==> src/rtl/bla_pkg.sv <==
package bla_pkg;

   // ----------------------------------------------------------------
   // Register indexes on the serial control bus
   // ----------------------------------------------------------------
   localparam logic [7:0] BLA_IDX_CANCEL  = 8'h72;
   localparam logic [7:0] BLA_IDX_AFIRST  = 8'h75;
   localparam logic [7:0] BLA_IDX_ASECOND = 8'h76;
   localparam logic [7:0] BLA_IDX_CONV    = 8'h77;

   // ----------------------------------------------------------------
   // Values after reset and writable bit masks
   // ----------------------------------------------------------------
   localparam logic [7:0] BLA_RST_CANCEL  = 8'h31;
   localparam logic [7:0] BLA_RST_AFIRST  = 8'h00;
   localparam logic [7:0] BLA_RST_ASECOND = 8'h00;
   localparam logic [7:0] BLA_RST_CONV    = 8'h5a;
   localparam logic [7:0] BLA_MSK_CANCEL  = 8'h3f;
   localparam logic [7:0] BLA_MSK_CONV    = 8'h7f;

   // ----------------------------------------------------------------
   // Field positions
   // ----------------------------------------------------------------
   localparam int BLA_CAN_TC_LSB   = 2;
   localparam int BLA_CAN_NARROW   = 5;
   localparam int BLA_AF_CLAMP     = 0;
   localparam int BLA_AF_TEST      = 1;
   localparam int BLA_AF_WREF_LSB  = 2;
   localparam int BLA_AF_BLOOM     = 4;
   localparam int BLA_AF_PD_DIFF   = 5;
   localparam int BLA_AF_PD_SRAM   = 6;
   localparam int BLA_AF_PD_CCS    = 7;
   localparam int BLA_AS_STANDBY   = 0;
   localparam int BLA_AS_PD_RAMP   = 1;
   localparam int BLA_AS_PD_CADC   = 2;
   localparam int BLA_AS_COLUMN_REGULATOR_OFF   = 3;
   localparam int BLA_AS_AUDIO_REGULATOR_OFF   = 4;
   localparam int BLA_AS_PD_REFA   = 5;
   localparam int BLA_AS_RAMP_CM   = 6;
   localparam int BLA_AS_CMP_BIAS  = 7;
   localparam int BLA_CV_DOUBLER   = 2;
   localparam int BLA_CV_DIFFRAMP  = 3;
   localparam int BLA_CV_VIEWCAS   = 4;
   localparam int BLA_CV_TESTCMP   = 5;
   localparam int BLA_CV_STEPPED   = 6;

   // ----------------------------------------------------------------
   // Loop constants
   // ----------------------------------------------------------------
   localparam logic [11:0] BLA_DB_WIDE   = 12'h004;
   localparam logic [11:0] BLA_DB_NARROW = 12'h002;
   localparam int          BLA_FRAC_BITS = 7;
   localparam logic [9:0]  BLA_PIX_MAX   = 10'h3ff;

   // Cancellation modes; both codes with bit 0 clear apply nothing
   typedef enum logic [1:0] {
      BLA_MODE_OFF0 = 2'b00,
      BLA_MODE_INT  = 2'b01,
      BLA_MODE_OFF2 = 2'b10,
      BLA_MODE_EXT  = 2'b11
   } bla_mode_t;

   // Subtract a signed offset from a pixel and clamp to the code range
   function automatic logic [9:0] bla_sub_clamp(
      input logic [9:0]  pix,
      input logic [10:0] off
   );
      logic signed [12:0] diff;
      diff = $signed({3'b000, pix}) - $signed({{2{off[10]}}, off});
      if (diff < 0)
         return 10'h000;
      else if (diff > $signed({3'b000, BLA_PIX_MAX}))
         return BLA_PIX_MAX;
      else
         return diff[9:0];
   endfunction : bla_sub_clamp

endpackage : bla_pkg

==> src/rtl/bla_loop_if.sv <==
`timescale 1ns/1ps
interface bla_loop_if;
   import bla_pkg::*;
   bla_mode_t   mode;
   logic [2:0]  tc;
   logic        narrow;
   logic [9:0]  avg;
   logic        avg_valid;
   logic [10:0] int_offset;

   modport ctrl (output mode, output tc, output narrow, output avg,
                 output avg_valid, input int_offset);
   modport loop (input mode, input tc, input narrow, input avg,
                 input avg_valid, output int_offset);
endinterface : bla_loop_if

==> src/rtl/bla_setup_regs.sv <==
`timescale 1ns/1ps
// Behaviour
// RULE1: Mode field bits 1:0, default 01; x0 no correction, 01 internal.
// RULE2: Mode 11 corrects with the external offset, still reports average.
// RULE3: Time constant bits 4:2, default 100, sets loop follow rate.
// RULE4: Integrator holds inside deadband; bit 5: 0 is +/-4, 1 is +/-2.
// RULE5: First analogue register: bit 0 clamp, bit 1 bit-line test, off.
// RULE6: First register bits 3:2 pick white reference, reset 00.
// RULE7: First register bit 4 enables anti-blooming, off after reset.
// RULE8: First register bits 5..7 power down comparators and current source.
// RULE9: Second register bit 0 is standby, all but band-gap off.
// RULE10: Second register bits 1..5 power down individual circuits.
// RULE11: Bit 6 ramp common mode select, bit 7 comparator bias select.
// RULE12: Host should set voltage doubler bit 2 on 3.3V supply.
// RULE13: Converter bit 3 enables differential ramp, default on.
// RULE14: Bit 4 observed node, bit 5 ramps or test comparator; 1 and 0.
// RULE15: Converter bit 6 selects stepped ramp, default set.
// RULE16: Converter bits 1:0 reset 10; mode register bits 7:6 are 00.
// RULE17: External offset is 11-bit two's complement, -1024 to +1023.
// RULE18: Host reaches these as 8-bit indexed serial bus locations.
// RULE19: All registers read and write; unused bits read zero; reset defaults.
module bla_setup_regs
   import bla_pkg::*;
#(
   parameter int        AVG_LOG2 = 6,
   parameter logic [9:0] TARGET  = 10'h040
) (
   input  wire logic        sys_clk_in,
   input  wire logic        srst_in,
   input  wire logic [7:0]  reg_index_in,
   input  wire logic        reg_wr_in,
   input  wire logic        reg_rd_in,
   input  wire logic [7:0]  reg_wdata_in,
   output logic      [7:0]  reg_rdata_out,
   output logic             reg_hit_out,
   input  wire logic [10:0] ext_offset_in,
   input  wire logic [9:0]  black_pix_in,
   input  wire logic        black_valid_in,
   input  wire logic [9:0]  pix_in,
   input  wire logic        pix_valid_in,
   output logic      [9:0]  pix_out,
   output logic             pix_valid_out,
   output logic      [9:0]  black_avg_out,
   output logic             black_avg_valid_out,
   output logic             bl_clamp_en_out,
   output logic             bl_test_en_out,
   output logic      [1:0]  white_ref_sel_out,
   output logic             anti_bloom_en_out,
   output logic             diff_clk_cmp_off_out,
   output logic             sram_cmp_off_out,
   output logic             controlled_current_source_off_out,
   output logic             standby_out,
   output logic             ramp_gen_off_out,
   output logic             column_adc_off_out,
   output logic             column_regulator_off_out,
   output logic             audio_regulator_off_out,
   output logic             top_reference_voltage_amp_off_out,
   output logic             ramp_cm_sel_out,
   output logic             col_cmp_bias_sel_out,
   output logic             doubler_en_out,
   output logic             diff_ramp_en_out,
   output logic             view_cascode_out,
   output logic             test_cmp_sel_out,
   output logic             stepped_ramp_out,
   output logic      [1:0]  conv_reserved_out
);

   // ----------------------------------------------------------------
   // Parameter checks
   // ----------------------------------------------------------------
   if (AVG_LOG2 < 1 || AVG_LOG2 > 10) begin : g_bad_avg
      $error("AVG_LOG2 must lie in 1..10");
   end

   // ----------------------------------------------------------------
   // Register bank
   // ----------------------------------------------------------------
   logic [7:0] cancel_reg,  cancel_next;
   logic [7:0] afirst_reg,  afirst_next;
   logic [7:0] asecond_reg, asecond_next;
   logic [7:0] conv_reg,    conv_next;
   logic [7:0] rdata_reg,   rdata_next;
   logic       hit_reg,     hit_next;

   // Writes store only the implemented bits so unused ones read zero
   always_comb begin
      cancel_next  = cancel_reg;
      afirst_next  = afirst_reg;
      asecond_next = asecond_reg;
      conv_next    = conv_reg;
      if (reg_wr_in) begin                                    // [RULE19]
         unique case (reg_index_in)
            BLA_IDX_CANCEL:  cancel_next  = reg_wdata_in & BLA_MSK_CANCEL;
            BLA_IDX_AFIRST:  afirst_next  = reg_wdata_in;
            BLA_IDX_ASECOND: asecond_next = reg_wdata_in;
            BLA_IDX_CONV:    conv_next    = reg_wdata_in & BLA_MSK_CONV;
            default:         ;
         endcase
      end
   end

   // Read port; indexes outside this group answer zero, not a hit
   always_comb begin
      rdata_next = rdata_reg;
      hit_next   = hit_reg;
      if (reg_rd_in) begin                                    // [RULE18]
         hit_next = 1'b1;
         unique case (reg_index_in)
            BLA_IDX_CANCEL:  rdata_next = cancel_reg;         // [RULE16]
            BLA_IDX_AFIRST:  rdata_next = afirst_reg;
            BLA_IDX_ASECOND: rdata_next = asecond_reg;
            BLA_IDX_CONV:    rdata_next = conv_reg;
            default: begin
               rdata_next = 8'h00;
               hit_next   = 1'b0;
            end
         endcase
      end
   end

   always_ff @(posedge sys_clk_in) begin
      if (srst_in) begin                                      // [RULE19]
         cancel_reg  <= BLA_RST_CANCEL;                       // [RULE1]
         afirst_reg  <= BLA_RST_AFIRST;                       // [RULE5]
         asecond_reg <= BLA_RST_ASECOND;                      // [RULE9]
         conv_reg    <= BLA_RST_CONV;                         // [RULE16]
         rdata_reg   <= 8'h00;
         hit_reg     <= 1'b0;
      end else begin
         cancel_reg  <= cancel_next;
         afirst_reg  <= afirst_next;
         asecond_reg <= asecond_next;
         conv_reg    <= conv_next;
         rdata_reg   <= rdata_next;
         hit_reg     <= hit_next;
      end
   end

   assign reg_rdata_out = rdata_reg;
   assign reg_hit_out   = hit_reg;

   // ----------------------------------------------------------------
   // Analogue controls, straight from the register bits
   // ----------------------------------------------------------------
   assign bl_clamp_en_out      = afirst_reg[BLA_AF_CLAMP];     // [RULE5]
   assign bl_test_en_out       = afirst_reg[BLA_AF_TEST];      // [RULE5]
   assign white_ref_sel_out    = afirst_reg[BLA_AF_WREF_LSB +: 2]; // [RULE6]
   assign anti_bloom_en_out    = afirst_reg[BLA_AF_BLOOM];     // [RULE7]
   // Single-ended clock input stays alive when this is set
   assign diff_clk_cmp_off_out = afirst_reg[BLA_AF_PD_DIFF];   // [RULE8]
   assign sram_cmp_off_out     = afirst_reg[BLA_AF_PD_SRAM];   // [RULE8]
   assign controlled_current_source_off_out =
      afirst_reg[BLA_AF_PD_CCS];                               // [RULE8]
   // Band-gap is not on this list: it must keep running in standby
   assign standby_out          = asecond_reg[BLA_AS_STANDBY];  // [RULE9]
   assign ramp_gen_off_out     = asecond_reg[BLA_AS_PD_RAMP];  // [RULE10]
   assign column_adc_off_out   = asecond_reg[BLA_AS_PD_CADC];  // [RULE10]
   assign column_regulator_off_out =
      asecond_reg[BLA_AS_COLUMN_REGULATOR_OFF];                             // [RULE10]
   assign audio_regulator_off_out =
      asecond_reg[BLA_AS_AUDIO_REGULATOR_OFF];                             // [RULE10]
   assign top_reference_voltage_amp_off_out =
      asecond_reg[BLA_AS_PD_REFA];                             // [RULE10]
   assign ramp_cm_sel_out      = asecond_reg[BLA_AS_RAMP_CM];  // [RULE11]
   assign col_cmp_bias_sel_out = asecond_reg[BLA_AS_CMP_BIAS]; // [RULE11]
   // Left to software; the supply voltage is not visible here
   assign doubler_en_out       = conv_reg[BLA_CV_DOUBLER];     // [RULE12]
   assign diff_ramp_en_out     = conv_reg[BLA_CV_DIFFRAMP];    // [RULE13]
   assign view_cascode_out     = conv_reg[BLA_CV_VIEWCAS];     // [RULE14]
   assign test_cmp_sel_out     = conv_reg[BLA_CV_TESTCMP];     // [RULE14]
   assign stepped_ramp_out     = conv_reg[BLA_CV_STEPPED];     // [RULE15]
   assign conv_reserved_out    = conv_reg[1:0];                // [RULE16]

   // ----------------------------------------------------------------
   // Black pixel averaging, active in every mode
   // ----------------------------------------------------------------
   localparam int SUM_W = 10 + AVG_LOG2;
   logic [SUM_W-1:0]    sum_reg, sum_next;
   logic [AVG_LOG2-1:0] cnt_reg, cnt_next;
   logic [9:0]          avg_reg, avg_next;
   logic                avgv_reg, avgv_next;
   logic [SUM_W-1:0]    sum_full;

   // Power-of-two block size keeps the divide a plain shift
   always_comb begin
      sum_full  = sum_reg + SUM_W'(black_pix_in);
      sum_next  = sum_reg;
      cnt_next  = cnt_reg;
      avg_next  = avg_reg;
      avgv_next = 1'b0;
      if (black_valid_in) begin                               // [RULE1]
         cnt_next = cnt_reg + 1'b1;
         if (&cnt_reg) begin
            avg_next  = sum_full[SUM_W-1 -: 10];
            avgv_next = 1'b1;
            sum_next  = '0;
         end else begin
            sum_next  = sum_full;
         end
      end
   end

   always_ff @(posedge sys_clk_in) begin
      if (srst_in) begin
         sum_reg  <= '0;
         cnt_reg  <= '0;
         avg_reg  <= 10'h000;
         avgv_reg <= 1'b0;
      end else begin
         sum_reg  <= sum_next;
         cnt_reg  <= cnt_next;
         avg_reg  <= avg_next;
         avgv_reg <= avgv_next;
      end
   end

   assign black_avg_out       = avg_reg;
   assign black_avg_valid_out = avgv_reg;

   // ----------------------------------------------------------------
   // Offset loop
   // ----------------------------------------------------------------
   bla_loop_if lp ();
   assign lp.mode      = bla_mode_t'(cancel_reg[1:0]);
   assign lp.tc        = cancel_reg[BLA_CAN_TC_LSB +: 3];      // [RULE3]
   assign lp.narrow    = cancel_reg[BLA_CAN_NARROW];           // [RULE4]
   assign lp.avg       = avg_reg;
   assign lp.avg_valid = avgv_reg;

   bla_black_loop #(
      .TARGET (TARGET)
   ) u_loop (
      .sys_clk_in (sys_clk_in),
      .srst_in    (srst_in),
      .lp         (lp.loop)
   );

   // ----------------------------------------------------------------
   // Pixel correction
   // ----------------------------------------------------------------
   logic [9:0] pix_reg, pix_next;
   logic       pixv_reg, pixv_next;

   // Mode picks none, internal estimate or the external offset
   always_comb begin
      pixv_next = pix_valid_in;
      pix_next  = pix_reg;
      if (pix_valid_in) begin
         unique case (lp.mode)
            BLA_MODE_INT:                                     // [RULE1]
               pix_next = bla_sub_clamp(pix_in, lp.int_offset);
            BLA_MODE_EXT:                                     // [RULE2]
               pix_next = bla_sub_clamp(pix_in, ext_offset_in); // [RULE17]
            BLA_MODE_OFF0, BLA_MODE_OFF2:                     // [RULE1]
               pix_next = pix_in;
         endcase
      end
   end

   always_ff @(posedge sys_clk_in) begin
      if (srst_in) begin
         pix_reg  <= 10'h000;
         pixv_reg <= 1'b0;
      end else begin
         pix_reg  <= pix_next;
         pixv_reg <= pixv_next;
      end
   end

   assign pix_out       = pix_reg;
   assign pix_valid_out = pixv_reg;

   // ----------------------------------------------------------------
   // Checks
   // ----------------------------------------------------------------
   a_reset_defaults: assert property (@(posedge sys_clk_in)
      disable iff (srst_in)
      $fell(srst_in) |-> (cancel_reg == 8'h31 && afirst_reg == 8'h00
         && asecond_reg == 8'h00 && conv_reg == 8'h5a)) // [RULE19]
      else $error("Registers not at defaults after reset");

   a_mode_bypass: assert property (@(posedge sys_clk_in)
      disable iff (srst_in)
      (pix_valid_in && !cancel_reg[0]) |=>
         (pix_out == $past(pix_in) && pix_valid_out)) // [RULE1]
      else $error("Pixel altered while correction is off");

   a_mode_internal: assert property (@(posedge sys_clk_in)
      disable iff (srst_in)
      (pix_valid_in && cancel_reg[1:0] == 2'b01) |=>
         pix_out == bla_sub_clamp($past(pix_in),
                                  $past(lp.int_offset))) // [RULE1]
      else $error("Internal offset not applied");

   a_mode_external: assert property (@(posedge sys_clk_in)
      disable iff (srst_in)
      (pix_valid_in && cancel_reg[1:0] == 2'b11) |=>
         pix_out == bla_sub_clamp($past(pix_in),
                                  $past(ext_offset_in))) // [RULE2]
      else $error("External offset not applied");

   a_avg_block: assert property (@(posedge sys_clk_in)
      disable iff (srst_in)
      (black_valid_in && &cnt_reg) |=> black_avg_valid_out
         ##1 !black_avg_valid_out [*1]) // [RULE1]
      else $error("Average not reported after a full block");

   a_tc_follows: assert property (@(posedge sys_clk_in)
      disable iff (srst_in)
      (reg_wr_in && reg_index_in == 8'h72) |=>
         (lp.tc == $past(reg_wdata_in[4:2])
          && cancel_reg[7:6] == 2'b00)) // [RULE3]
      else $error("Time constant or unused bits wrong");

   a_standby_write: assert property (@(posedge sys_clk_in)
      disable iff (srst_in)
      (reg_wr_in && reg_index_in == 8'h76) |=>
         (standby_out == $past(reg_wdata_in[0])
          && col_cmp_bias_sel_out == $past(reg_wdata_in[7]))) // [RULE9]
      else $error("Second control register write lost");

   a_first_write: assert property (@(posedge sys_clk_in)
      disable iff (srst_in)
      (reg_wr_in && reg_index_in == 8'h75) |=>
         (white_ref_sel_out == $past(reg_wdata_in[3:2])
          && anti_bloom_en_out == $past(reg_wdata_in[4]))) // [RULE6]
      else $error("First control register write lost");

   a_read_back: assert property (@(posedge sys_clk_in)
      disable iff (srst_in)
      (reg_rd_in && reg_index_in == 8'h77 && !reg_wr_in) |=>
         (reg_rdata_out == conv_reg && reg_rdata_out[7] == 1'b0
          && reg_hit_out)) // [RULE19]
      else $error("Converter setup read back wrong");

endmodule : bla_setup_regs

==> src/rtl/bla_black_loop.sv <==
`timescale 1ns/1ps
module bla_black_loop
   import bla_pkg::*;
#(
   parameter logic [9:0] TARGET = 10'h040
) (
   input  wire logic sys_clk_in,
   input  wire logic srst_in,
   bla_loop_if.loop  lp
);

   // ----------------------------------------------------------------
   // Saturating integrator
   // ----------------------------------------------------------------
   logic signed [17:0] integ_reg;
   logic signed [17:0] integ_next;
   logic signed [11:0] err;
   logic        [11:0] err_abs;
   logic        [11:0] band;
   logic signed [18:0] step;
   logic signed [18:0] sum;

   // Error step is scaled down by the time constant; a larger field
   // follows slower but rejects more frame-to-frame noise
   always_comb begin
      err     = $signed({2'b00, lp.avg}) - $signed({2'b00, TARGET});
      err_abs = err[11] ? 12'(-err) : err;
      band    = lp.narrow ? BLA_DB_NARROW : BLA_DB_WIDE;      // [RULE4]
      step    = $signed({{7{err[11]}}, err}) <<< BLA_FRAC_BITS;
      step    = step >>> lp.tc;                               // [RULE3]
      sum     = $signed({integ_reg[17], integ_reg}) + step;
      integ_next = integ_reg;
      if (lp.avg_valid && err_abs > band) begin               // [RULE4]
         if (sum > $signed(19'h1ffff))
            integ_next = 18'h1ffff;
         else if (sum < $signed(19'h60000))
            integ_next = 18'h20000;
         else
            integ_next = sum[17:0];
      end
   end

   always_ff @(posedge sys_clk_in) begin
      if (srst_in)
         integ_reg <= '0;
      else
         integ_reg <= integ_next;
   end

   // Whole codes of the estimate, 11-bit two's complement
   assign lp.int_offset = integ_reg[17:7];

   // Inside the deadband the integrator must not move
   a_hold_in_band: assert property (@(posedge sys_clk_in)
      disable iff (srst_in)
      (lp.avg_valid && err_abs <= band) |=> $stable(integ_reg)) // [RULE4]
      else $error("Integrator moved inside deadband");

endmodule : bla_black_loop

==> config.mk <==
export PLATFORM = sky130hd
export DESIGN_NAME = bla_setup_regs
export DESIGN_NICKNAME = d
export VERILOG_FILES = /design/src/rtl/bla_pkg.sv /design/src/rtl/bla_loop_if.sv /design/src/rtl/bla_setup_regs.sv /design/src/rtl/bla_black_loop.sv
export SDC_FILE = /design/constraint.sdc
export NUM_CORES = 1
export LEC_CHECK = 0
export BUFFER_PORTS_ARGS = -buffer_cell sky130_fd_sc_hd__buf_2
export CORE_UTILIZATION = 30
export DETAILED_ROUTE_END_ITERATION = 6
export GPL_TIMING_DRIVEN = 0
export PLACE_DENSITY = 0.47
export SETUP_SLACK_MARGIN = 0.02
export SLEW_MARGIN = 15
export SYNTH_ARGS = -nofsm -noshare
export SYNTH_HDL_FRONTEND = slang
export SYNTH_HIERARCHICAL = 1
export SYNTH_SLANG_ARGS = --single-unit
==> constraint.sdc <==
create_clock -name sys_clk_in -period 4 [get_ports sys_clk_in]
set_input_delay 0 -clock sys_clk_in [delete_from_list [all_inputs] [get_ports sys_clk_in]]
set_output_delay 0 -clock sys_clk_in [all_outputs]
set_load 0.02 [all_outputs]
# Word level (Yosys, flattened, before mapping)
# Index checks and enable logic that the tools add are counted.
# word_totals
reg_bits,100
out_inout_bits,54
input_bits,53
# classes
shifts,1
n_reduce_logical,11
n_mux,13
bitwise_logic,1
eq_ne,7
addsub,7
order_cmp,7
# op_table
op,n
$mux 10,4
$mux 18,2
$eq 8x7->1 const B,4
$pmux 8 s4,1
$pmux 10 s3,1
$gt 12x11->1 const B,2
$lt 12x1->1 const B,2
$sub 11x11->12,2
$add 18x19->19,1
$gt 19x18->1 const B,1
$lt 19x18->1 const B,1
$sshr 19x3->19,1
$add 16x10->16,1
$mux 16,1
$gt 12x12->1,1
$mux 12,1
$neg 12->12,1
$sub 10x7->11 const B,1
$reduce_and 2->1,4
$reduce_and 7->1,1
$add 6x1->6 const B,1
$reduce_and 6->1,1
$eq 2x2->1 const B,2
$reduce_or 2->1,2
7 further kinds,8

# Longest topological paths before layout
# Gate-level depths: netlist (run 1).
# depth
ltp_word,6
ltp_mapped,18
ltp_nobuf,17

# Modules after synthesis
# The synthesis (run 1) kept the hierarchy.
# by_module_without_submodules
module,n_inst,cells_per_inst,area_per_inst_um2,seq_area_each_um2
bla_setup_regs,1,604,5066.1,1641.6
bla_black_loop,1,349,2504.9,360.3

# Worst setup path before layout (run 1)
# No wires, ideal clock.
# synth_path
path_kind,register to register
start,register avg_reg[6] (netlist: black_avg_out[6])
end,register u_loop.integ_reg[1]
slack_ps,373
path_stages_with_launch,18
required_time_ps,3905
synth_period_minus_slack_ps,3627
n_path_buf,1
t_arrival_ps,3531
setup_ps,95
cell_sequence,dfxtp_1 inv_1 ha_1 xnor2_1 mux2i_1 or2_2 nand3_1 o21ai_0 ha_1 a21oi_1 o21a_1 or2_2 o211ai_2 o41ai_2 xnor2_2 buf_6 o21ai_0 a221oi_1
# synth_via
elab_chain_len,6
# synth_lines
element,line_no,text
start: declaration,bla_setup_regs.sv:180,"logic [9:0] avg_reg, avg_next;"
start signal: assignment,bla_setup_regs.sv:212,avg_reg <= avg_next;
$sub 10x7->11 *,bla_black_loop.sv:26,"err = $signed({2'b00, lp.avg}) - $signed({2'b00, TARGET});"
$sshr 19x3->19,bla_black_loop.sv:30,step = step >>> lp.tc;
$add 18x19->19,bla_black_loop.sv:31,"sum = $signed({integ_reg[17], integ_reg}) + step;"
$lt 19x18->1,bla_black_loop.sv:36,else if (sum < $signed(19'h60000))
$mux 18,bla_black_loop.sv:36,
$mux 18,bla_black_loop.sv:34,if (sum > $signed(19'h1ffff))
end signal: assignment,bla_black_loop.sv:47,integ_reg <= integ_next;
end: declaration,bla_black_loop.sv:15,logic signed [17:0] integ_reg;
# Every way passes the cells marked *; elsewhere a longest branch is shown, timed or not.
# A chain may end at the register's enable or synchronous reset.

# Worst setup path in the final report (run 1)
# Same ends and word-level chain as after synthesis.

==> results of run 1 <==
[worst paths after layout]
| kind | from | to |
|---|---|---|
| worst max-delay path | black_avg_out[6]$_SDFFE_PP0P_ | u_loop/integ_reg[1]$_SDFFE_PP0P_ |
| worst min register to register | reg_hit_out$_SDFFE_PP0P_ | reg_hit_out$_SDFFE_PP0P_ |
| worst min-delay path | pix_valid_in | pix_valid_out$_SDFF_PP0_ |
| worst max register to register | black_avg_out[6]$_SDFFE_PP0P_ | u_loop/integ_reg[1]$_SDFFE_PP0P_ |
[timing repair]
item,in CTS,in global routing
hold buffers,9,0
setup buffers,3,1
pin swaps,1,4
endpoints found under the setup margin,17,18
resized for setup,8,22
hold endpoints to repair,30,0
[cell usage after synthesis, types with 6 or more instances]
cell / instances
a221oi_1: 6
nand3_1: 39
a22oi_1: 8
clkbuf_1: 24
o211ai_1: 20
ha_1: 56
o21ai_1: 6
nand2b_1: 7
nand2_1: 100
a22o_1: 6
or3_1: 13
a311oi_1: 10
nand4_1: 8
and3_1: 6
xor2_1: 17
nor2b_1: 13
a2bb2oi_1: 6
inv_1: 52
a31oi_1: 17
xnor2_1: 27
or2_2: 8
a21o_1: 14
a21oi_1: 78
buf_4: 13
o31ai_1: 9
o21ai_0: 40
and2_1: 8
nor3_1: 12
o21a_1: 6
nor2_1: 89
mux2i_1: 24
dfxtp_1: 100
a211oi_1: 8
[power groups by stage]
stage,registers [W],logic (W),clock network (W)
3_3_place_gp,0.00106,0.000424,0
2_1_floorplan,0.00107,0.000287,0
6_report,0.00104,0.000430,0.000901
3_5_place_dp,0.00106,0.000420,0
5_1_grt,0.00104,0.000475,0.000965
4_1_cts,0.00104,0.000430,0.000934
[metrics by stage]
stage                      util  cell area, um2  std cells  hold slack [ns]  total power [W]
final                     0.367            9000       1409          0.00209          0.00237
after global routing      0.367            9000       1409           0.0234          0.00248
after CTS                 0.363            8910       1409          0.00782          0.00240
after detailed placement  0.346            8500       1381            0.271          0.00148
after global placement    0.346            8500       1381            0.270          0.00148
after floorplan               -            7570        953            0.129          0.00135
[layer usage]
metal / vias up / GRT usage / wire [um]
li1: 3749 / - / -
met1: 3462 / 0.242 / 11300
met2: 165 / 0.294 / 10600
met3: 14 / 0.0315 / 1020
met4: 0 / 0.0412 / 235
met5: - / 0 / 0
[area by class of cell]
| cell class | count | area [um2] |
|---|---|---|
| Buffer | 49 | 272 |
| Tap cell | 324 | 405 |
| Clock buffer | 10 | 239 |
| Multi-Input combinational cell | 748 | 5170 |
| Timing Repair Buffer | 117 | 641 |
| Fill cell | 2628 | 15500 |
| Inverter | 55 | 210 |
| Sequential cell | 100 | 2010 |
| Clock inverter | 6 | 53.8 |
[worst register-to-register path: stages, from the launching register on]
cell and delay (ns):
dfxtp_4 0.39, inv_2 0.11, ha_4 0.18, or3b_1 0.36
buf_6 0.15, mux2_2 0.27, a21oi_2 0.17, ha_1 0.31
a21oi_1 0.17, o21a_1 0.15, or2_2 0.12, o211ai_2 0.12
o41ai_4 0.28, xnor2_2 0.15, buf_4 0.18, buf_6 0.17
o21ai_0 0.09, a221oi_1 0.23
[cells by family after synthesis]
| group | count (synthesis) | share of synthesized area |
|---|---|---|
| AOI/OAI and AO/OA | 293 | 0.279 |
| xor gates and xnor gates | 45 | 0.0530 |
| adders and majority gates | 60 | 0.103 |
| buffers and inverters | 105 | 0.0623 |
| DFF | 100 | 0.264 |
| muxes | 27 | 0.0362 |
| and+or+nand+nor | 323 | 0.202 |
==> impl_metrics.ini, run 1 <==
[placement]
port_buffers = 104
dpl.hpwl_mm = 18.0
gp_congestion = 0.817
post-place-ws_ns = -0.225

[timing]
clock_skew_ns = 0.0129
setup_slack_ns = 0.292
fin_setup_tns_ns = 0
min_period_ns = 3.71
worstMarginPinSlew_ns = 0.875
rsz0062_at_grt = false
setup-violations-final = 0
hold_viol = 0
slew_headroom = 0.409
max_freq_ghz = 0.270
maxSlewViolCount = 0
final.period_utilization = 0.927

[final_layout]
layout_commonest_cell = buf_2
largest_reg_flops = 18
drive_gt1_frac = 0.183
mostFrequentLayoutCells = 108 x buf_2, 100 x nand2_1, 96 x dfxtp_1, 88 x nor2_1, 77 x a21oi_1
n_antenna_cell = 0
syn_to_final_growth_pct = 18.9
finalNetCount = 1193

[global_routing]
antenna_found_initial = 0
gr-total-overflow = 0
track_usage = 0.179
grt_pass1_wl_mm = 36.9
grt_pass1_vias = 6895
grt_max_degree = 19

[synth]
synth_top_area_frac = 0.264
ys_seq_area_frac = 0.264
synth_ff_type = dfxtp_1
synth_top_area_cell = dfxtp_1
yosysUniqueCellTypes = 86
syn_area_per_cell_um2 = 7.94
yosys-top-cells-area = dfxtp_1 26%, ha_1 9.3%, a21oi_1 5.2%, nand2_1 5.0%, nor2_1 4.4%
synthArstFlopShare = 0
syn_inst = 953
ys_warn_count = 6
ys_seq_elements = 100
netlist_area_um2 = 7570
synth_edf_count = 0
synth_fp_nets = 1066

[die]
start_util = 0.309
dieArea_um2 = 25900
pin_count = 107
die_w_um = 161
placementRows = 57
die_y_um = 161
core_um2 = 24500

[clocking]
cts_num_sinks = 100
cts_buffers = 9
cts_tree = yes
cts-htree-levels = 3
path_clk_slew_ns = 0.07
root_buffer = clkbuf_16
clkLatencyLatePin_ns = 0.36
clk_path_buf_depth = 2

[critical_path]
reg2reg_depth = 17
worstPathRequired_ns = 4.26
crit_path_start_kind = flip-flop
r2r_setup_slack_ns = 0.29
crit_chain = inv_2 -> ha_4 -> or3b_1 -> buf_6 -> mux2_2 -> a21oi_2 -> ha_1 -> a21oi_1 -> o21a_1 -> or2_2 -> o211ai_2 -> o41ai_4 -> xnor2_2 -> buf_4 -> buf_6 -> o21ai_0 -> a221oi_1
critPathSlowestCell = dfxtp_4
arrival_ns = 3.97
cp_common_cell = buf_6
path_buf_inv = 4
path_class = reg -> reg
cp.depth = 17
critPathMaxFanout = 10
slowest_delay_ns = 0.39
critPathTopFamily = compound AO/OA/AOI/OAI gates
cp-end-kind = flip-flop

[routing]
firstDrtPassIters = 4
drc = 0
routed_wl_mm = 23.2
drt_iter0_drc = 469
wl_per_cell_um = 16.4
viasPerCell = 5.24
ant_nets = 0
num_vias = 7390

[power]
p_per_area_nw_per_um2 = 263
power.leakage_nw = 3.65
comb_power_share = 0.182
p_switching_w = 0.000722
seq_power_share = 0.438
switching_share = 0.305
vdd_drop_max_v = 0.000215
internal_power_w = 0.00164
clkPwrFrac = 0.381

[hold_path]
hold_depth = 3
min_path_type = in -> reg

[flow_run]
maxCapViolCount = 0

[outcome]
status = finished, final reports clean
No activity file was read; power rests on OpenSTA's default activity.
==> run 2: changes to the inputs <==
--- a/config.mk
+++ b/config.mk
@@ -6,10 +6,12 @@
 export NUM_CORES = 1
 export LEC_CHECK = 0
 export BUFFER_PORTS_ARGS = -buffer_cell sky130_fd_sc_hd__buf_2
+export CELL_PAD_IN_SITES_DETAIL_PLACEMENT = 0
+export CELL_PAD_IN_SITES_GLOBAL_PLACEMENT = 2
 export CORE_UTILIZATION = 30
 export DETAILED_ROUTE_END_ITERATION = 6
 export GPL_TIMING_DRIVEN = 0
-export PLACE_DENSITY = 0.47
+export PLACE_DENSITY = 0.72
 export SETUP_SLACK_MARGIN = 0.02
 export SLEW_MARGIN = 15
 export SYNTH_ARGS = -nofsm -noshare
==> constraint.sdc (replaced) <==
create_clock -name sys_clk_in -period 3.7 [get_ports sys_clk_in]
set_input_delay 0 -clock sys_clk_in [delete_from_list [all_inputs] [get_ports sys_clk_in]]
set_output_delay 0 -clock sys_clk_in [all_outputs]
set_load 0.02 [all_outputs]
==> impl_metrics.ini, run 2 (synthesis gave the netlist of run 1 again) <==
[outcome]
status = finished, final reports clean

[placement]
postPlaceCellArea_um2 = 8500
gp_congestion = 0.853
dpl.hpwl_mm = 18.8
post-place-ws_ns = -0.584
port_buffers = 104

[power]
power.leakage_nw = 3.75
vdd_drop_max_v = 0.000194
p_per_area_nw_per_um2 = 279

[die]
core_um2 = 24500
placementRows = 57
start_util = 0.309
pin_count = 107
die_w_um = 161
dieArea_um2 = 25900
die_y_um = 161

[routing]
drt_iter0_drc = 377
firstDrtPassIters = 5
ant_nets = 0
routed_wl_mm = 24.1
wl_per_cell_um = 16.9
num_vias = 7263
viasPerCell = 5.11
drc = 0

[global_routing]
grt_pass1_vias = 6944
grt_max_degree = 22
antenna_found_initial = 0
gr-total-overflow = 0
track_usage = 0.184
grt_pass1_wl_mm = 37.9

[final_layout]
nFillCells = 2620
layout_commonest_cell = buf_2
drive_gt1_frac = 0.210
syn_to_final_growth_pct = 22.9
mostFrequentLayoutCells = 109 x buf_2, 100 x nand2_1, 94 x dfxtp_1, 86 x nor2_1, 70 x a21oi_1
largest_reg_flops = 18
postLayoutCellArea_um2 = 9300
n_antenna_cell = 0
finalNetCount = 1206

[critical_path]
crit_chain = inv_4 -> ha_4 -> or3b_1 -> buf_6 -> mux2_4 -> a21oi_4 -> ha_4 -> a21oi_2 -> o21a_1 -> or2_4 -> o211ai_4 -> o41ai_4 -> xnor2_2 -> buf_6 -> buf_8 -> buf_12 -> o211ai_1 -> a21oi_1
r2r_setup_slack_ns = 0.18
path_class = reg -> reg
cp-end-kind = flip-flop
crit_path_start_kind = flip-flop
r2r_end = u_loop/integ_reg[5]$_SDFFE_PP0P_
worstPathRequired_ns = 3.99
slowest_delay_ns = 0.39
arrival_ns = 3.82
critPathSlowestCell = dfxtp_4
crit_path_start = black_avg_out[6]$_SDFFE_PP0P_
worstSetupEndpoint = u_loop/integ_reg[5]$_SDFFE_PP0P_
critPathMaxFanout = 8
regToRegStartpoint = black_avg_out[6]$_SDFFE_PP0P_
reg2reg_depth = 18

[timing]
worstMarginPinSlew_ns = 0.845
clock_skew_ns = 0.0140
min_period_ns = 3.52
setup_slack_ns = 0.176
max_freq_ghz = 0.284
final.period_utilization = 0.952
maxSlewViolCount = 0
slew_headroom = 0.429
setup-violations-final = 0
hold_viol = 0

[clocking]
clk_path_buf_depth = 2
cts_tree = yes
cts_num_sinks = 100
cts-htree-levels = 3
path_clk_slew_ns = 0.08
clkLatencyLatePin_ns = 0.37
root_buffer = clkbuf_16
cts_buffers = 9

[flow_run]
maxCapViolCount = 0

[hold_path]
min_path_type = in -> reg
[run 2: cell types whose count changed in the layout (fill, tap and decap cells not counted), moves of 3 or more]
cell,before,now
buf_4,17,26
a21oi_1,77,70
a21oi_2,2,8
o21ai_0,38,33
o21ai_1,6,11
clkinv_8,0,3
ha_4,1,4
[run 2: layout make-up]
cell class	instances	area, um2	area share
plain buffers	50	294	0.0316
flip-flops and latches	100	2020	0.217
well taps	324	405	0.0436
inverters	55	219	0.0235
repair buffers	129	759	0.0816
multi-input cells	748	5290	0.569
clock buffers	9	225	0.0242
clock inverters	7	91.3	0.00982
[run 2: through the flow]
step                      setup TNS [ns]  hold WS [ns]  instances  total power [W]  utilization
final                                  0        0.0161       1422          0.00259        0.379
after detailed placement           -8.82         0.267       1381          0.00161        0.346
after CTS                              0        0.0223       1410          0.00263        0.367
after global routing            -0.00187        0.0512       1422          0.00273        0.379
after floorplan                        0         0.129        953          0.00146            -
after global placement             -8.74         0.260       1381          0.00161        0.346
[run 2: routing by layer]
metal,track usage,share of wire,vias to the layer above
met5,0,0,-
li1,-,-,3758
met3,0.0287,0.035,16
met4,0.0429,0.012,0
met2,0.296,0.45,141
met1,0.257,0.50,3348
[run 2: how the worst min path moves through the flow]
stage	startpoint	endpoint	slack [ns]	depth (start not counted)
global route	pix_valid_in	pix_valid_out$_SDFF_PP0_	0.05	3
detailed placement	reg_wdata_in[7]	afirst_reg[7]$_SDFFE_PP0P_	0.27	3
CTS	pix_valid_in	pix_valid_out$_SDFF_PP0_	0.02	3
finish	pix_valid_in	pix_valid_out$_SDFF_PP0_	0.02	3
floorplan	reg_wdata_in[4]	cancel_reg[4]$_SDFFE_PP1P_	0.13	2
global placement	reg_wdata_in[7]	afirst_reg[7]$_SDFFE_PP0P_	0.26	3
[run 2: what timing repair did]
item                                    in CTS  in global routing
endpoints found under the setup margin      18                 18
hold buffers                                 9                  0
pin swaps                                    5                 15
gates resized for setup                     23                 52
gates cloned                                 0                  0
hold endpoints to repair                    30                  0
buffers inserted                             4                 12
[run 2: where the power goes]
group	leakage, nW	total (W)	internal [W]	switching [W]
Clock	0.152	0.00101	0.000490	0.000519
Combinational	2.79	0.000467	0.000187	0.000280
Sequential	0.815	0.00112	0.00110	0.0000176
[run 2: worst max-delay path, delay by kind of cell, from the launching register on]
| family | cells | cell delay, ns |
|---|---|---|
| compound gates | 7 | 1.09 |
| xor+xnor | 1 | 0.15 |
| fa+ha+maj | 2 | 0.44 |
| buf+inv | 5 | 0.60 |
| flops | 1 | 0.39 |
| mux | 1 | 0.27 |
| simple gates | 2 | 0.51 |
==> run 3: changes to the inputs <==
--- a/config.mk
+++ b/config.mk
@@ -9,8 +9,9 @@
 export CELL_PAD_IN_SITES_DETAIL_PLACEMENT = 0
 export CELL_PAD_IN_SITES_GLOBAL_PLACEMENT = 2
 export CORE_UTILIZATION = 30
+export CTS_BUF_LIST = sky130_fd_sc_hd__clkbuf_8
 export DETAILED_ROUTE_END_ITERATION = 6
-export GPL_TIMING_DRIVEN = 0
+export GPL_TIMING_DRIVEN = 1
 export PLACE_DENSITY = 0.72
 export SETUP_SLACK_MARGIN = 0.02
 export SLEW_MARGIN = 15
==> impl_metrics.ini, run 3 (synthesis gave the netlist of run 1 again) <==
[timing]
maxSlewViolCount = 0
max_freq_ghz = 0.282
min_period_ns = 3.55
slew_headroom = 0.398
clock_skew_ns = 0.0207
setup-violations-final = 0
worstMarginPinSlew_ns = 0.892
hold_viol = 0
fin_setup_tns_ns = 0
fin_hold_ws_ns = 0.0292
final.period_utilization = 0.960

[power]
power.leakage_nw = 3.64
total_power_w = 0.00234
p_switching_w = 0.000775
vdd_drop_max_v = 0.000151
comb_power_share = 0.197
switching_share = 0.331
p_per_area_nw_per_um2 = 259
clkPwrFrac = 0.324
seq_power_share = 0.479
internal_power_w = 0.00156

[flow_run]
maxCapViolCount = 0

[routing]
viasPerCell = 5.17
num_vias = 7261
routed_wl_mm = 23.1
firstDrtPassIters = 5
drc = 0
drt_iter0_drc = 422
ant_nets = 0
wl_per_cell_um = 16.5

[final_layout]
finalNetCount = 1188
nFillCells = 2621
final_cell_count_no_fill = 1404
mostFrequentLayoutCells = 106 x buf_2, 98 x nand2_1, 96 x dfxtp_1, 89 x nor2_1, 75 x a21oi_1
fin_util = 0.368
drive_gt1_frac = 0.199
syn_to_final_growth_pct = 19.2
largest_reg_flops = 18
n_antenna_cell = 0
layout_commonest_cell = buf_2

[critical_path]
critPathSlowestCell = o41ai_4
crit_chain = inv_2 -> ha_4 -> or3b_1 -> mux2_2 -> a21oi_4 -> ha_4 -> a21oi_1 -> o21a_1 -> or2_2 -> o211ai_2 -> o41ai_4 -> xnor2_4 -> buf_6 -> buf_4 -> o211ai_1 -> a31oi_1
cp-end-kind = flip-flop
worstPathRequired_ns = 3.96
critPathMaxFanout = 6
cp_common_cell = ha_4
path_buf_inv = 3
crit_path_start_kind = flip-flop
path_class = reg -> reg
slowest_delay_ns = 0.46
arrival_ns = 3.81
critPathTopFamily = compound AO/OA/AOI/OAI gates

[global_routing]
grt_pass1_vias = 6897
grt.met2_usage = 0.291
grt_most_used_layer = met2
track_usage = 0.177
grt_pass1_wl_mm = 36.9
antenna_found_initial = 0
met3_usage = 0.0287
grt_max_degree = 80
gr-total-overflow = 0
gr-usage-met1 = 0.244

[die]
pin_count = 107
die_w_um = 161
placementRows = 57
dieArea_um2 = 25900
core_um2 = 24500
die_y_um = 161
start_util = 0.309

[clocking]
cts_tree = yes
clk_path_buf_depth = 2
root_buffer = clkbuf_8
cts_num_sinks = 100
cts_buffers = 9
path_clk_slew_ns = 0.12
cts-htree-levels = 3
clkLatencyLatePin_ns = 0.40

[outcome]
status = finished, final reports clean

[placement]
dp.cells = 1365
port_buffers = 106
gp_congestion = 0.834
dpl.hpwl_mm = 17.7

[hold_path]
min_path_type = in -> reg
[run 3: worst register-to-register path: stages (launching register included)]
cell	delay, ns
dfxtp_2	0.34
inv_2	0.08
ha_4	0.18
or3b_1	0.39
mux2_2	0.31
a21oi_4	0.18
ha_4	0.24
a21oi_1	0.15
o21a_1	0.15
or2_2	0.13
o211ai_2	0.11
o41ai_4	0.46
xnor2_4	0.17
buf_6	0.17
buf_4	0.13
o211ai_1	0.15
a31oi_1	0.10
[run 3: final cells by class]
type	count	area, um2	area share
Tap cell	324	405	0.0449
Clock buffer	9	124	0.0137
Multi-Input combinational cell	748	5210	0.577
Clock inverter	7	91.3	0.0101
Sequential cell	100	2010	0.222
Timing Repair Buffer	161	982	0.109
Inverter	55	206	0.0229
[run 3: per-layer routing]
layer / share of wire / vias to the layer above
met5: 0 / -
met2: 0.46 / 130
met3: 0.035 / 13
li1: - / 3731
met4: 0.0086 / 0
met1: 0.49 / 3387
[run 3: final timing paths]
path / start / end / slack, ns / cells past startpoint
hold reg to reg: sum_reg[9]$_SDFFE_PP0P_ / sum_reg[9]$_SDFFE_PP0P_ / 0.48 / 2
setup reg to reg: black_avg_out[7]$_SDFFE_PP0P_ / u_loop/integ_reg[9]$_SDFFE_PP0P_ / 0.15 / 16
hold / removal: pix_in[8] / pix_out[8]$_SDFFE_PP0P_ / 0.03 / 3
setup / recovery: black_avg_out[7]$_SDFFE_PP0P_ / u_loop/integ_reg[9]$_SDFFE_PP0P_ / 0.15 / 16
[run 3: what timing repair did]
| item | 4_1_cts | 5_1_grt |
|---|---|---|
| pin swaps | 0 | 8 |
| resized for setup | 2 | 26 |
| hold buffers | 14 | 0 |
| endpoints found under the hold margin | 38 | 0 |
| buffers inserted | 0 | 9 |
| endpoints found under the setup margin | 9 | 18 |
[run 3: per-stage QoR]
step                      setup slack, ns  cell area [um2]
final                               0.148             9030
after global routing              -0.0460             9030
after CTS                          0.0428             8860
after detailed placement           -0.148             8480
after global placement             -0.102             8480
after floorplan                    0.0733             7570
[run 3: power groups by stage]
stage	registers (W)	clock network [W]	logic, W
detailed placement	0.00115	0	0.000450
floorplan	0.00115	0	0.000311
finish	0.00112	0.000758	0.000460
global route	0.00113	0.000829	0.000511
global placement	0.00115	0	0.000453
CTS	0.00112	0.000803	0.000464
